File: src/hdl/pwmtc_pkg.sv
// Constants, field layout and helpers for the PWM timer count-clock block.
// Assumes a single 100 MHz aclk and an AXI4-Lite master with 32-bit data.
//
// Summary of operation
// - Prescaler divides source by 2^code, codes 0..14; code 15 stops counting.
// - Two-bit source field: 3 external, 2 high-speed, 0/1 internal oscillators.
// - Count clock reaches counter only while gate bit is 1; resets to 0.
// - Two-bit select picks which channel's counter feeds compare logic.
// - Compare buffer bit 1 defers compare loads to period end; else immediate.
// - One-shot select bit 1 gives one-shot counting, 0 repeat (reset).
// - Writing 1 to clear bit zeroes counter; bit is write-only, reads 0.
// - Counter advances while run bit is 1, holds at 0; run resets to 0.
// - Counter value register is read-only, 16 bits, resets to zero.
// - Control bits 15 to 6 read as zero and ignore writes.
`default_nettype none

package pwmtc_pkg;

    localparam int unsigned PWMTC_ADDR_W = 32;
    localparam int unsigned PWMTC_DATA_W = 32;
    localparam int unsigned PWMTC_COUNT_W = 16;
    localparam int unsigned PWMTC_PRESCALE_W = 14;

    // Register offsets are word indices; byte address is four times
    localparam logic [15:0] PWMTC_IDX_CLOCK_CONFIG = 16'h506b;
    localparam logic [15:0] PWMTC_IDX_COUNTER_CONTROL = 16'h5460;
    localparam logic [15:0] PWMTC_IDX_COUNTER_VALUE = 16'h5462;

    // count_clock_config fields
    localparam int unsigned PWMTC_RATIO_LSB = 4;
    localparam int unsigned PWMTC_RATIO_W = 4;
    localparam int unsigned PWMTC_SRC_LSB = 2;
    localparam int unsigned PWMTC_SRC_W = 2;
    localparam int unsigned PWMTC_GATE_BIT = 0;

    // counter_control fields
    localparam int unsigned PWMTC_SEL_LSB = 4;
    localparam int unsigned PWMTC_SEL_W = 2;
    localparam int unsigned PWMTC_BUF_BIT = 3;
    localparam int unsigned PWMTC_ONESHOT_BIT = 2;
    localparam int unsigned PWMTC_CLEAR_BIT = 1;
    localparam int unsigned PWMTC_RUN_BIT = 0;

    localparam logic [3:0] PWMTC_RATIO_RST = 4'h0;
    localparam logic [3:0] PWMTC_RATIO_INVALID = 4'hf;
    localparam logic [1:0] PWMTC_SEL_RST = 2'h0;
    localparam logic [15:0] PWMTC_COUNT_RST = 16'h0000;
    localparam logic [15:0] PWMTC_COUNT_MAX = 16'hffff;
    localparam logic [13:0] PWMTC_DIV_ZERO = 14'h0000;
    localparam logic [31:0] PWMTC_WORD_ZERO = 32'h0000_0000;

    localparam logic [1:0] PWMTC_RESP_OKAY = 2'h0;
    localparam logic [1:0] PWMTC_RESP_SLVERR = 2'h2;

    typedef enum logic [1:0] {
        PWMTC_SRC_INTERNAL,
        PWMTC_SRC_SLOW,
        PWMTC_SRC_HIGH_SPEED,
        PWMTC_SRC_EXTERNAL
    } pwmtc_src_t;

    localparam pwmtc_src_t PWMTC_SRC_RST = PWMTC_SRC_INTERNAL;

    function automatic logic [31:0] pwmtc_byte_addr(input logic [15:0] idx);
        return {14'h0000, idx, 2'h0};
    endfunction : pwmtc_byte_addr

    function automatic logic [15:0] pwmtc_merge16(input logic [15:0] old,
                                                 input logic [31:0] data,
                                                 input logic [3:0] strb);
        logic [15:0] res;
        res = old;
        if (strb[0]) begin
            res[7:0] = data[7:0];
        end
        if (strb[1]) begin
            res[15:8] = data[15:8];
        end
        return res;
    endfunction : pwmtc_merge16

endpackage : pwmtc_pkg

`default_nettype wire

File: src/hdl/pwmtc_prescaler.sv
// Power-of-two prescaler on source ticks, one-cycle output tick.
// Assumes src_tick is a one-cycle enable synchronous to aclk.
`default_nettype none

module pwmtc_prescaler (
    input wire logic aclk,
    input wire logic aresetn,
    input wire logic enable,
    input wire logic src_tick,
    input wire logic [pwmtc_pkg::PWMTC_RATIO_W-1:0] ratio,
    output var logic count_tick
);
    import pwmtc_pkg::*;

    typedef struct packed {
        logic [PWMTC_PRESCALE_W-1:0] div;
        logic tick;
    } pwmtc_presc_state_t;

    pwmtc_presc_state_t state;
    pwmtc_presc_state_t next_state;
    logic [PWMTC_PRESCALE_W-1:0] mask;

    always_comb begin
        next_state = state;
        next_state.tick = 1'b0;
        mask = (14'h0001 << ratio) - 14'h0001;
        if (!enable) begin
            next_state.div = PWMTC_DIV_ZERO;
        end else if (src_tick && ratio != PWMTC_RATIO_INVALID) begin
            if ((state.div & mask) == mask) begin
                next_state.tick = 1'b1;
                next_state.div = PWMTC_DIV_ZERO;
            end else begin
                next_state.div = state.div + 14'h0001;
            end
        end
    end

    always_ff @(posedge aclk) begin
        if (!aresetn) begin
            state <= '0;
        end else begin
            state <= next_state;
        end
    end

    assign count_tick = state.tick;

endmodule : pwmtc_prescaler

`default_nettype wire

File: src/hdl/pwmtc_top.sv
// Count-clock selection and counter control for one PWM timer channel.
// Assumes an AXI4-Lite master, one aclk, and synchronous oscillator ticks.
//
// Implementation choice: register access over AXI4-Lite.
`default_nettype none

module pwmtc_top (
    input wire logic aclk,
    input wire logic aresetn,
    // AXI4-Lite slave
    input wire logic [pwmtc_pkg::PWMTC_ADDR_W-1:0] s_axi_awaddr,
    input wire logic [2:0] s_axi_awprot,
    input wire logic s_axi_awvalid,
    output var logic s_axi_awready,
    input wire logic [pwmtc_pkg::PWMTC_DATA_W-1:0] s_axi_wdata,
    input wire logic [3:0] s_axi_wstrb,
    input wire logic s_axi_wvalid,
    output var logic s_axi_wready,
    output var logic [1:0] s_axi_bresp,
    output var logic s_axi_bvalid,
    input wire logic s_axi_bready,
    input wire logic [pwmtc_pkg::PWMTC_ADDR_W-1:0] s_axi_araddr,
    input wire logic [2:0] s_axi_arprot,
    input wire logic s_axi_arvalid,
    output var logic s_axi_arready,
    output var logic [pwmtc_pkg::PWMTC_DATA_W-1:0] s_axi_rdata,
    output var logic [1:0] s_axi_rresp,
    output var logic s_axi_rvalid,
    input wire logic s_axi_rready,
    // Count clock sources
    input wire logic internal_oscillator_tick,
    input wire logic slow_oscillator_tick,
    input wire logic high_speed_oscillator_tick,
    input wire logic external_count_clock,
    // Compare/capture side
    input wire logic period_match,
    input wire logic [pwmtc_pkg::PWMTC_COUNT_W-1:0] channel0_count,
    input wire logic [pwmtc_pkg::PWMTC_COUNT_W-1:0] channel1_count,
    input wire logic [pwmtc_pkg::PWMTC_COUNT_W-1:0] channel2_count,
    output var logic [pwmtc_pkg::PWMTC_COUNT_W-1:0] compare_count,
    output var logic compare_load,
    output var logic compare_buffer_on,
    output var logic [pwmtc_pkg::PWMTC_COUNT_W-1:0] counter_value
);
    import pwmtc_pkg::*;

    typedef struct packed {
        logic awready;
        logic aw_held;
        logic [PWMTC_ADDR_W-1:0] aw_addr;
        logic wready;
        logic w_held;
        logic [PWMTC_DATA_W-1:0] w_data;
        logic [3:0] w_strb;
        logic bvalid;
        logic [1:0] bresp;
        logic arready;
        logic rvalid;
        logic [1:0] rresp;
        logic [PWMTC_DATA_W-1:0] rdata;
        logic [PWMTC_RATIO_W-1:0] prescale_ratio;
        pwmtc_src_t count_clock_source;
        logic count_clock_gate;
        logic [PWMTC_SEL_W-1:0] compare_counter_select;
        logic compare_buffer_on;
        logic one_shot_select;
        logic counter_run;
        logic [PWMTC_COUNT_W-1:0] counter_value;
        logic [PWMTC_COUNT_W-1:0] compare_count;
        logic compare_load;
        logic ext_prev;
    } pwmtc_state_t;

    pwmtc_state_t state;
    pwmtc_state_t next_state;
    logic src_tick;
    logic count_tick;
    logic [PWMTC_COUNT_W-1:0] ctl_word;
    logic [PWMTC_COUNT_W-1:0] cfg_word;
    logic [PWMTC_COUNT_W-1:0] wr_word;
    logic period_end;
    logic do_write;
    logic clear_req;
    logic ctl_write;

    typedef enum logic [1:0] {
        PWMTC_REG_CONFIG,
        PWMTC_REG_CONTROL,
        PWMTC_REG_VALUE,
        PWMTC_REG_NONE
    } pwmtc_reg_t;

    // One decoder for both paths, so write and read maps cannot drift
    function automatic pwmtc_reg_t pwmtc_decode(
            input logic [PWMTC_ADDR_W-1:0] addr);
        pwmtc_reg_t hit;
        hit = PWMTC_REG_NONE;
        if (addr == pwmtc_byte_addr(PWMTC_IDX_CLOCK_CONFIG)) begin
            hit = PWMTC_REG_CONFIG;
        end
        if (addr == pwmtc_byte_addr(PWMTC_IDX_COUNTER_CONTROL)) begin
            hit = PWMTC_REG_CONTROL;
        end
        if (addr == pwmtc_byte_addr(PWMTC_IDX_COUNTER_VALUE)) begin
            hit = PWMTC_REG_VALUE;
        end
        return hit;
    endfunction : pwmtc_decode

    always_comb begin
        unique case (state.count_clock_source)
            PWMTC_SRC_INTERNAL: src_tick = internal_oscillator_tick;
            PWMTC_SRC_SLOW: src_tick = slow_oscillator_tick;
            PWMTC_SRC_HIGH_SPEED: src_tick = high_speed_oscillator_tick;
            PWMTC_SRC_EXTERNAL: begin
                src_tick = external_count_clock && !state.ext_prev;
            end
        endcase
    end

    pwmtc_prescaler u_prescaler (
        .aclk(aclk),
        .aresetn(aresetn),
        .enable(state.count_clock_gate),
        .src_tick(src_tick),
        .ratio(state.prescale_ratio),
        .count_tick(count_tick)
    );

    // Read views of the two control registers
    always_comb begin
        cfg_word = '0;
        cfg_word[PWMTC_RATIO_LSB +: PWMTC_RATIO_W] = state.prescale_ratio;
        cfg_word[PWMTC_SRC_LSB +: PWMTC_SRC_W] = state.count_clock_source;
        cfg_word[PWMTC_GATE_BIT] = state.count_clock_gate;
        ctl_word = '0;
        ctl_word[PWMTC_SEL_LSB +: PWMTC_SEL_W] = state.compare_counter_select;
        ctl_word[PWMTC_BUF_BIT] = state.compare_buffer_on;
        ctl_word[PWMTC_ONESHOT_BIT] = state.one_shot_select;
        ctl_word[PWMTC_CLEAR_BIT] = 1'b0;
        ctl_word[PWMTC_RUN_BIT] = state.counter_run;
    end

    always_comb begin
        next_state = state;
        next_state.ext_prev = external_count_clock;
        do_write = 1'b0;
        clear_req = 1'b0;
        ctl_write = 1'b0;
        period_end = 1'b0;
        wr_word = '0;

        // Write address and data are taken in either order
        if (s_axi_awvalid && state.awready) begin
            next_state.aw_held = 1'b1;
            next_state.aw_addr = s_axi_awaddr;
        end
        if (s_axi_wvalid && state.wready) begin
            next_state.w_held = 1'b1;
            next_state.w_data = s_axi_wdata;
            next_state.w_strb = s_axi_wstrb;
        end
        if (state.bvalid && s_axi_bready) begin
            next_state.bvalid = 1'b0;
        end
        if (state.aw_held && state.w_held && !state.bvalid) begin
            do_write = 1'b1;
            next_state.aw_held = 1'b0;
            next_state.w_held = 1'b0;
            next_state.bvalid = 1'b1;
            next_state.bresp = PWMTC_RESP_OKAY;
        end

        if (do_write) begin
            unique case (pwmtc_decode(state.aw_addr))
                PWMTC_REG_CONFIG: begin
                    // Only the low byte lane exists here
                    wr_word = pwmtc_merge16(cfg_word, state.w_data,
                                            {3'h0, state.w_strb[0]});
                    next_state.prescale_ratio =
                        wr_word[PWMTC_RATIO_LSB +: PWMTC_RATIO_W];
                    next_state.count_clock_source =
                        pwmtc_src_t'(wr_word[PWMTC_SRC_LSB +: PWMTC_SRC_W]);
                    next_state.count_clock_gate = wr_word[PWMTC_GATE_BIT];
                end
                PWMTC_REG_CONTROL: begin
                    ctl_write = 1'b1;
                    // Only bits 5 to 2 and bit 0 are stored; bit 1 is the clear strobe
                    wr_word = pwmtc_merge16(ctl_word, state.w_data,
                                            state.w_strb);
                    next_state.compare_counter_select =
                        wr_word[PWMTC_SEL_LSB +: PWMTC_SEL_W];
                    next_state.compare_buffer_on = wr_word[PWMTC_BUF_BIT];
                    next_state.one_shot_select = wr_word[PWMTC_ONESHOT_BIT];
                    clear_req = wr_word[PWMTC_CLEAR_BIT];
                    next_state.counter_run = wr_word[PWMTC_RUN_BIT];
                end
                PWMTC_REG_VALUE: begin
                    wr_word = '0;
                end
                PWMTC_REG_NONE: begin
                    next_state.bresp = PWMTC_RESP_SLVERR;
                end
            endcase
        end

        // Read channel: one read at a time
        if (state.rvalid && s_axi_rready) begin
            next_state.rvalid = 1'b0;
        end
        if (s_axi_arvalid && state.arready) begin
            next_state.rvalid = 1'b1;
            next_state.rresp = PWMTC_RESP_OKAY;
            next_state.rdata = PWMTC_WORD_ZERO;
            unique case (pwmtc_decode(s_axi_araddr))
                PWMTC_REG_CONFIG: begin
                    next_state.rdata[PWMTC_COUNT_W-1:0] = cfg_word;
                end
                PWMTC_REG_CONTROL: begin
                    next_state.rdata[PWMTC_COUNT_W-1:0] = ctl_word;
                end
                PWMTC_REG_VALUE: begin
                    next_state.rdata[PWMTC_COUNT_W-1:0] =
                        state.counter_value;
                end
                PWMTC_REG_NONE: begin
                    next_state.rresp = PWMTC_RESP_SLVERR;
                end
            endcase
        end

        if (count_tick && state.counter_run) begin
            // Wrap or match ends a period
            if (period_match || state.counter_value == PWMTC_COUNT_MAX) begin
                period_end = 1'b1;
                next_state.counter_value = PWMTC_COUNT_RST;
                // One-shot stops; a same-cycle software run write wins
                if (state.one_shot_select && !ctl_write) begin
                    next_state.counter_run = 1'b0;
                end
            end else begin
                next_state.counter_value =
                    state.counter_value + 16'h0001;
            end
        end
        if (clear_req) begin
            next_state.counter_value = PWMTC_COUNT_RST;
        end

        next_state.compare_load = !state.compare_buffer_on || period_end;

        unique case (state.compare_counter_select)
            2'h0: next_state.compare_count = channel0_count;
            2'h1: next_state.compare_count = channel1_count;
            2'h2: next_state.compare_count = channel2_count;
            2'h3: next_state.compare_count = state.counter_value;
        endcase

        // Ready flags registered so outputs come from flops
        next_state.awready = !next_state.aw_held && !next_state.bvalid;
        next_state.wready = !next_state.w_held && !next_state.bvalid;
        next_state.arready = !next_state.rvalid;
    end

    always_ff @(posedge aclk) begin
        if (!aresetn) begin
            state <= '0;
            state.prescale_ratio <= PWMTC_RATIO_RST;
            state.count_clock_source <= PWMTC_SRC_RST;
            state.compare_counter_select <= PWMTC_SEL_RST;
            state.counter_value <= PWMTC_COUNT_RST;
            // Buffer off at reset, so loads pass straight through
            state.compare_load <= 1'b1;
        end else begin
            state <= next_state;
        end
    end

    assign s_axi_awready = state.awready;
    assign s_axi_wready = state.wready;
    assign s_axi_bvalid = state.bvalid;
    assign s_axi_bresp = state.bresp;
    assign s_axi_arready = state.arready;
    assign s_axi_rvalid = state.rvalid;
    assign s_axi_rresp = state.rresp;
    assign s_axi_rdata = state.rdata;
    assign compare_count = state.compare_count;
    assign compare_load = state.compare_load;
    assign compare_buffer_on = state.compare_buffer_on;
    assign counter_value = state.counter_value;

endmodule : pwmtc_top

`default_nettype wire

File: config.mk
export PLATFORM = sky130hd
export DESIGN_NAME = pwmtc_top
export DESIGN_NICKNAME = d
export VERILOG_FILES = /design/src/hdl/pwmtc_pkg.sv /design/src/hdl/pwmtc_prescaler.sv /design/src/hdl/pwmtc_top.sv
export SDC_FILE = /design/constraint.sdc
export NUM_CORES = 1
export LEC_CHECK = 0
export ABC_AREA = 1
export BUFFER_PORTS_ARGS = -buffer_cell sky130_fd_sc_hd__buf_2
export CORE_UTILIZATION = 50
export CTS_CLUSTER_SIZE = 16
export DETAILED_ROUTE_END_ITERATION = 7
export MAX_ROUTING_LAYER = met4
export PLACE_DENSITY = 0.9
export SETUP_SLACK_MARGIN = 0.02
export SLEW_MARGIN = 0
export SYNTH_ARGS = -nofsm -noshare
export SYNTH_HDL_FRONTEND = slang
export SYNTH_SLANG_ARGS = --single-unit
File: constraint.sdc
create_clock -name aclk -period 2.4 [get_ports aclk]
set_input_delay 0.24 -clock aclk [delete_from_list [all_inputs] [get_ports aclk]]
set_output_delay 0.24 -clock aclk [all_outputs]
set_load 0.1 [all_outputs]
Word level (Yosys, flattened, before mapping)
Cells that the tools add are included.
{"block": "op_classes", "reduce_logical": 32, "shifts": 1, "muxes": 38, "addsub": 3, "bitwise_logic": 2, "eq_ne": 20}
{"operator": "$eq 32x17->1 const B", "count": 6}
{"operator": "$pmux 16 s4", "count": 1}
{"operator": "$pmux 16 s3", "count": 1}
{"operator": "$mux 37", "count": 1}
{"operator": "$mux 35", "count": 1}
{"operator": "$mux 33", "count": 1}
{"operator": "$mux 2", "count": 12}
{"operator": "$mux 17", "count": 1}
{"operator": "$add 16x1->16 const B", "count": 1}
{"operator": "$eq 16x16->1 const B", "count": 1}
{"operator": "$mux 1", "count": 16}
{"operator": "$mux 16", "count": 1}
{"operator": "$add 14x1->14 const B", "count": 1}
{"operator": "$and 14x14->14", "count": 1}
{"operator": "$eq 14x14->1", "count": 1}
{"operator": "$eq 2x2->1 const B", "count": 7}
{"operator": "$mux 14", "count": 1}
{"operator": "$shl 1x4->14 const A", "count": 1}
{"operator": "$sub 14x1->14 const B", "count": 1}
{"operator": "$logic_and 1x1->1", "count": 13}
{"operator": "$reduce_and 3->1", "count": 3}
{"operator": "$eq 2x1->1 const B", "count": 4}
{"operator": "$logic_not 1->1", "count": 8}
{"operator": "$logic_not 2->1", "count": 4}
{"operator": "7 further kinds", "count": 8}
{"block": "word_totals", "output_inout_bits": 75, "input_bits": 166, "elab_cells": 122, "ff_bits": 156}

Logic depth before layout (Yosys ltp)
{"block": "logic_depth", "word_depth": 13, "ltp_mapped": 15, "depth_no_buf": 14}

Cells and area by module
From an unflattened synthesis, not the netlist that was laid out.
{"block": "hier_totals", "cells_unflattened": 978, "hier_area_um2": 6914.1}
{"module": "pwmtc_top", "seq_area_each_um2": 2262.2, "cells_per_inst": 802, "area_per_inst_um2": 5721.7, "n_inst": 1}
{"module": "pwmtc_prescaler", "seq_area_each_um2": 300.3, "cells_per_inst": 176, "area_per_inst_um2": 1192.4, "n_inst": 1}

Worst setup path before layout
OpenSTA, ideal clock, no wires.
{"block": "synth_timing", "path_type": "register to register", "start": "reg state (netlist bit s_axi_arready)", "end": "reg state (netlist bit s_axi_rdata[15])", "stages_incl_launch_ff": 6, "n_path_buf": 1, "setup_time_ns": 0.071, "required_ns": 2.329, "t_arrival_ns": 1.987, "synth_period_minus_slack_ns": 2.057, "slack_ns": 0.343, "path_cell_list": "dfxtp_1 > nand2_1 > clkinv_1 > clkbuf_1 > nand3_1 > a21oi_1"}
{"block": "synth_between", "elab_chain_cells": 1}
{"element": "start: declaration", "line_no": "pwmtc_top.sv:74", "source": "pwmtc_state_t state;"}
{"element": "start signal: assignment", "line_no": "pwmtc_top.sv:275", "source": "state <= next_state;"}
{"element": "$logic_and 1x1->1", "line_no": "pwmtc_top.sv:211", "source": "if (s_axi_arvalid && state.arready) begin"}
No other way between the ends.
A chain may end at the register's enable or synchronous reset.

Worst setup path in the final report
{"block": "layout_timing", "start": "reg state (netlist bit cfg_word[5])", "end": "reg u_prescaler.state[11] in the netlist's numbering"}
{"block": "layout_between", "elab_chain_cells": 5, "elab_cells_between_ends": 7, "cone_classes": "1 x add/sub; 2 x eq/ne; 1 x shift; 1 x mux; 1 x bitwise; 1 x reduce/logical"}
{"element": "$shl 1x4->14", "line_no": "pwmtc_prescaler.sv:27", "source": "mask = (14'h0001 << ratio) - 14'h0001;"}
{"element": "$sub 14x1->14", "line_no": "pwmtc_prescaler.sv:27"}
{"element": "$and 14x14->14", "line_no": "pwmtc_prescaler.sv:31", "source": "if ((state.div & mask) == mask) begin"}
{"element": "$eq 14x14->1", "line_no": "pwmtc_prescaler.sv:31"}
{"element": "$mux 14", "line_no": "pwmtc_prescaler.sv:31"}
{"element": "end signal: assignment", "line_no": "pwmtc_prescaler.sv:44", "source": "state <= next_state;"}
{"element": "end: declaration", "line_no": "pwmtc_prescaler.sv:20", "source": "pwmtc_presc_state_t state;"}
Several ways; a longest one is shown, not always the timed one.

==> summary.txt <==
Timing
  – Layout Skew: 15.2 ps
  – Slew Limit Headroom: 0.581
  – Hold Fails Final Rpt: 0
  – Worst Max-Slew Pin Slew: 627 ps
  – Final Cycle Share: 0.879
  – Final setup viols: 0
  – TNS Setup: 0 ps
  – Fmax: 474 MHz
  – Min cycle time layout: 2110 ps
  – RSZ-0062 raised after global routing: no
  – Max Slew Vio Count: 0

Place
  – HPWL Detailed: 12.5 mm
  – Gpl congestion: 0.895
  – Placed cells: 1235
  – PortBufs: 190

Clocking
  – TritonCTS clock tree: done
  – Post-CTS setup buffer count: 0
  – Clock Pin Slew Worst Setup and Hold Paths: 60 ps
  – Num CTS Buffers: 17
  – Clk sinks: 128
  – Htree depth: 4
  – Post-CTS Resized: 0
  – Clock Path Buffers: 2
  – Clk root buf: clkbuf_16
  – Number of hold buffers added after CTS: 0
  – Clk Latency, worst-skew pair: 420 ps

Pwr
  – PD cells: 704 mW/mm2
  – Power Internal: 0.00396 W
  – Switch share: 0.289
  – Power Total: 0.00557 W
  – Leak: 3.50 nW
  – Peak supply drop: 0.481 mV
  – Sequential share of power: 0.403
  – Clock Power Share: 0.478
  – Combinational share of power: 0.119
  – Switching pwr: 0.00161 W

Worst setup path
  – Most common cell type on the critical path: nor2_1
  – Crit-path max FO: 8
  – WP buf/inv: 1
  – Crit path cell chain: nor2_1 > nand2_1 > ha_1 > inv_1 > nand2_1 > nand2_1 > nor2_1 > nand3_1 > nor2_1 > nand2_1 > nor2_1 > nand2_2 > nand2_4 > nor2_1
  – Family with the most delay on the worst path: simple AND/OR/NAND/NOR gates
  – WP data required: 2700 ps
  – Crit path arrival time: 2410 ps
  – CP startpoint kind: register
  – Crit. End Element: register
  – Crit-path slowest cell: dfxtp_1
  – Setup CP Type: reg -> reg
  – Slowest stage delay, CP: 400 ps

Cells and area
  – Area Growth Syn to Fin: 19.0%
  – Post-route insts no fill: 1267
  – Layout cell share with drive strength beyond 1: 0.256
  – Antenna diode count: 0
  – Nets@finish: 1251

Global routing
  – Global route total overflow: 0
  – Number of global-route vias before repair: 6000
  – Tot GR Track Use: 0.256
  – Largest net degree at the start of global routing: 44
  – First-pass GRT wire length: 28.0 mm
  – Initial antenna violation count: 0

Route
  – WL final: 16.9 mm
  – DR WL/cell: 13.3 um
  – Residual DRC count: 0
  – Antenna-violating nets left: 0
  – 1st-iter DRT viols: 428
  – Vias: 6389
  – First-pass DRT Iterations: 5
  – Vias per inst: 5.04

Floorplan
  – I/O Pins: 241
  – Die area: 0.0138 mm2
  – Site Rows: 41
  – Core outline area: 0.0128 mm2
  – Initial Util: 0.521
  – Die Span X: 117 um
  – Die height: 117 um

Synthesis
  – Post-Syn Instances: 945
  – Count of cell types in the netlist: 38
  – Sequential cell area fraction in the yosys report: 0.385
  – Post-Syn Area: 0.00665 mm2
  – Ys async rst share: 0
  – Number of flops mapped to enable cells by yosys: 0
  – Synth Area per Inst: 7.04 um2
  – Yosys Warn Count: 0
  – #FFs+latches synth: 128
  – Synth Flop Type: dfxtp_1

Run status
  – Outcome: finished clean

Hold path
  – Hold Path Class: in -> reg

Job
  – Max-cap violations: 0
metrics by stage:
stage / hold WS (ps) / utilization / setup slack [ps] / cell area (um2)
4_1_cts: 26.7 / 0.619 / 324 / 7910
2_1_floorplan: 338 / - / 343 / 6710
3_5_place_dp: 414 / 0.571 / 444 / 7300
5_1_grt: 45.4 / 0.619 / 140 / 7910
3_3_place_gp: 413 / 0.571 / 469 / 7300
6_report: 31.7 / 0.619 / 291 / 7910
cells in the final DEF (no fill, tap or decap), drive strengths merged:
cell	netlist	routed
a211oi	7	7
a21oi	53	53
a221oi	9	9
a31oi	8	8
and2	1	1
and2b	1	1
buf	79	202
bufinv	0	2
clkbuf	21	17
clkinv	3	4
clkinvlp	0	2
conb	1	17
dfxtp	128	128
ha	3	3
inv	82	92
nand2	165	165
nand3	74	74
nand3b	2	2
nand4	14	14
nor2	179	179
nor3	17	17
nor4	1	1
o21ai	77	77
o21bai	1	1
o22ai	1	1
xnor2	3	3
xor2	15	15
registers in the layout, indices dropped and copies added (netlist names), 4 cells and up, named ones only:
signal,flops
compare_count,16
u_prescaler.state,14
s_axi_rdata,16
state,44
cfg_word,7
ctl_word,4
counter_value,16
cell usage after synthesis (6+ instances only):
cell type,count,area [um2]
a211oi_1,7,52.6
a21oi_1,53,265
a221oi_1,9,78.8
a31oi_1,8,50.1
buf_4,71,533
clkbuf_1,20,75.1
dfxtp_1,128,2560
inv_1,75,282
inv_2,7,26.3
nand2_1,156,586
nand2_2,8,50.1
nand3_1,70,350
nand4_1,14,87.6
nor2_1,159,597
nor2_2,14,87.6
nor2_4,6,67.6
nor3_1,13,65.1
o21ai_0,77,385
xor2_1,15,131
power groups by stage:
stage | clock network, W | logic [W] | registers [W]
detailed placement | 0 | 0.000660 | 0.00229
CTS | 0.00269 | 0.000663 | 0.00224
global placement | 0 | 0.000652 | 0.00229
finish | 0.00266 | 0.000663 | 0.00224
global route | 0.00281 | 0.000716 | 0.00225
floorplan | 0 | 0.000484 | 0.00232
metal layers:
metal | wire length [um] | GRT usage | share of wire
met5 | 0 | - | 0
met4 | 343 | 0.0836 | 0.020
met3 | 1020 | 0.0535 | 0.060
met2 | 8330 | 0.428 | 0.49
met1 | 7210 | 0.305 | 0.43
cell families (layout without fill, tap and decap cells):
logic type / count (synthesis) / after routing / synth area share
AO/OA/AOI/OAI: 156 / 156 / 0.127
XOR/XNOR: 18 / 18 / 0.0237
buffers and inverters: 185 / 319 / 0.149
AND/OR/NAND/NOR: 454 / 454 / 0.309
adder cells (fa/ha/maj): 3 / 3 / 0.00565
other: 1 / 17 / 0.000564
flip-flops: 128 / 128 / 0.385
worst paths after layout:
path	from	endpoint	slack, ps	cells past startpoint
setup / recovery	cfg_word[5]	u_prescaler.state[11]	290	14
hold / removal	external_count_clock	state[0]	30	3
setup reg to reg	cfg_word[5]	u_prescaler.state[11]	290	14
hold reg to reg	state[121]	s_axi_wready	430	1
worst reg2reg max path, cell delays in order (launching register included):
cell and delay [ps]:
dfxtp_1 400, nor2_1 270, nand2_1 130, ha_1 290
inv_1 40, nand2_1 50, nand2_1 40, nor2_1 90
nand3_1 70, nor2_1 110, nand2_1 60, nor2_1 130
nand2_2 120, nand2_4 130, nor2_1 60
area by class of cell:
cell class,count,area (um2)
inverters,85,319
repair buffers,202,1040
multi-input cells,648,3160
well taps,172,215
flip-flops and latches,128,2560
clock buffers,17,425
clock inverters,15,189
fillers,1126,4860
No activity file was read; power rests on OpenSTA's default activity.
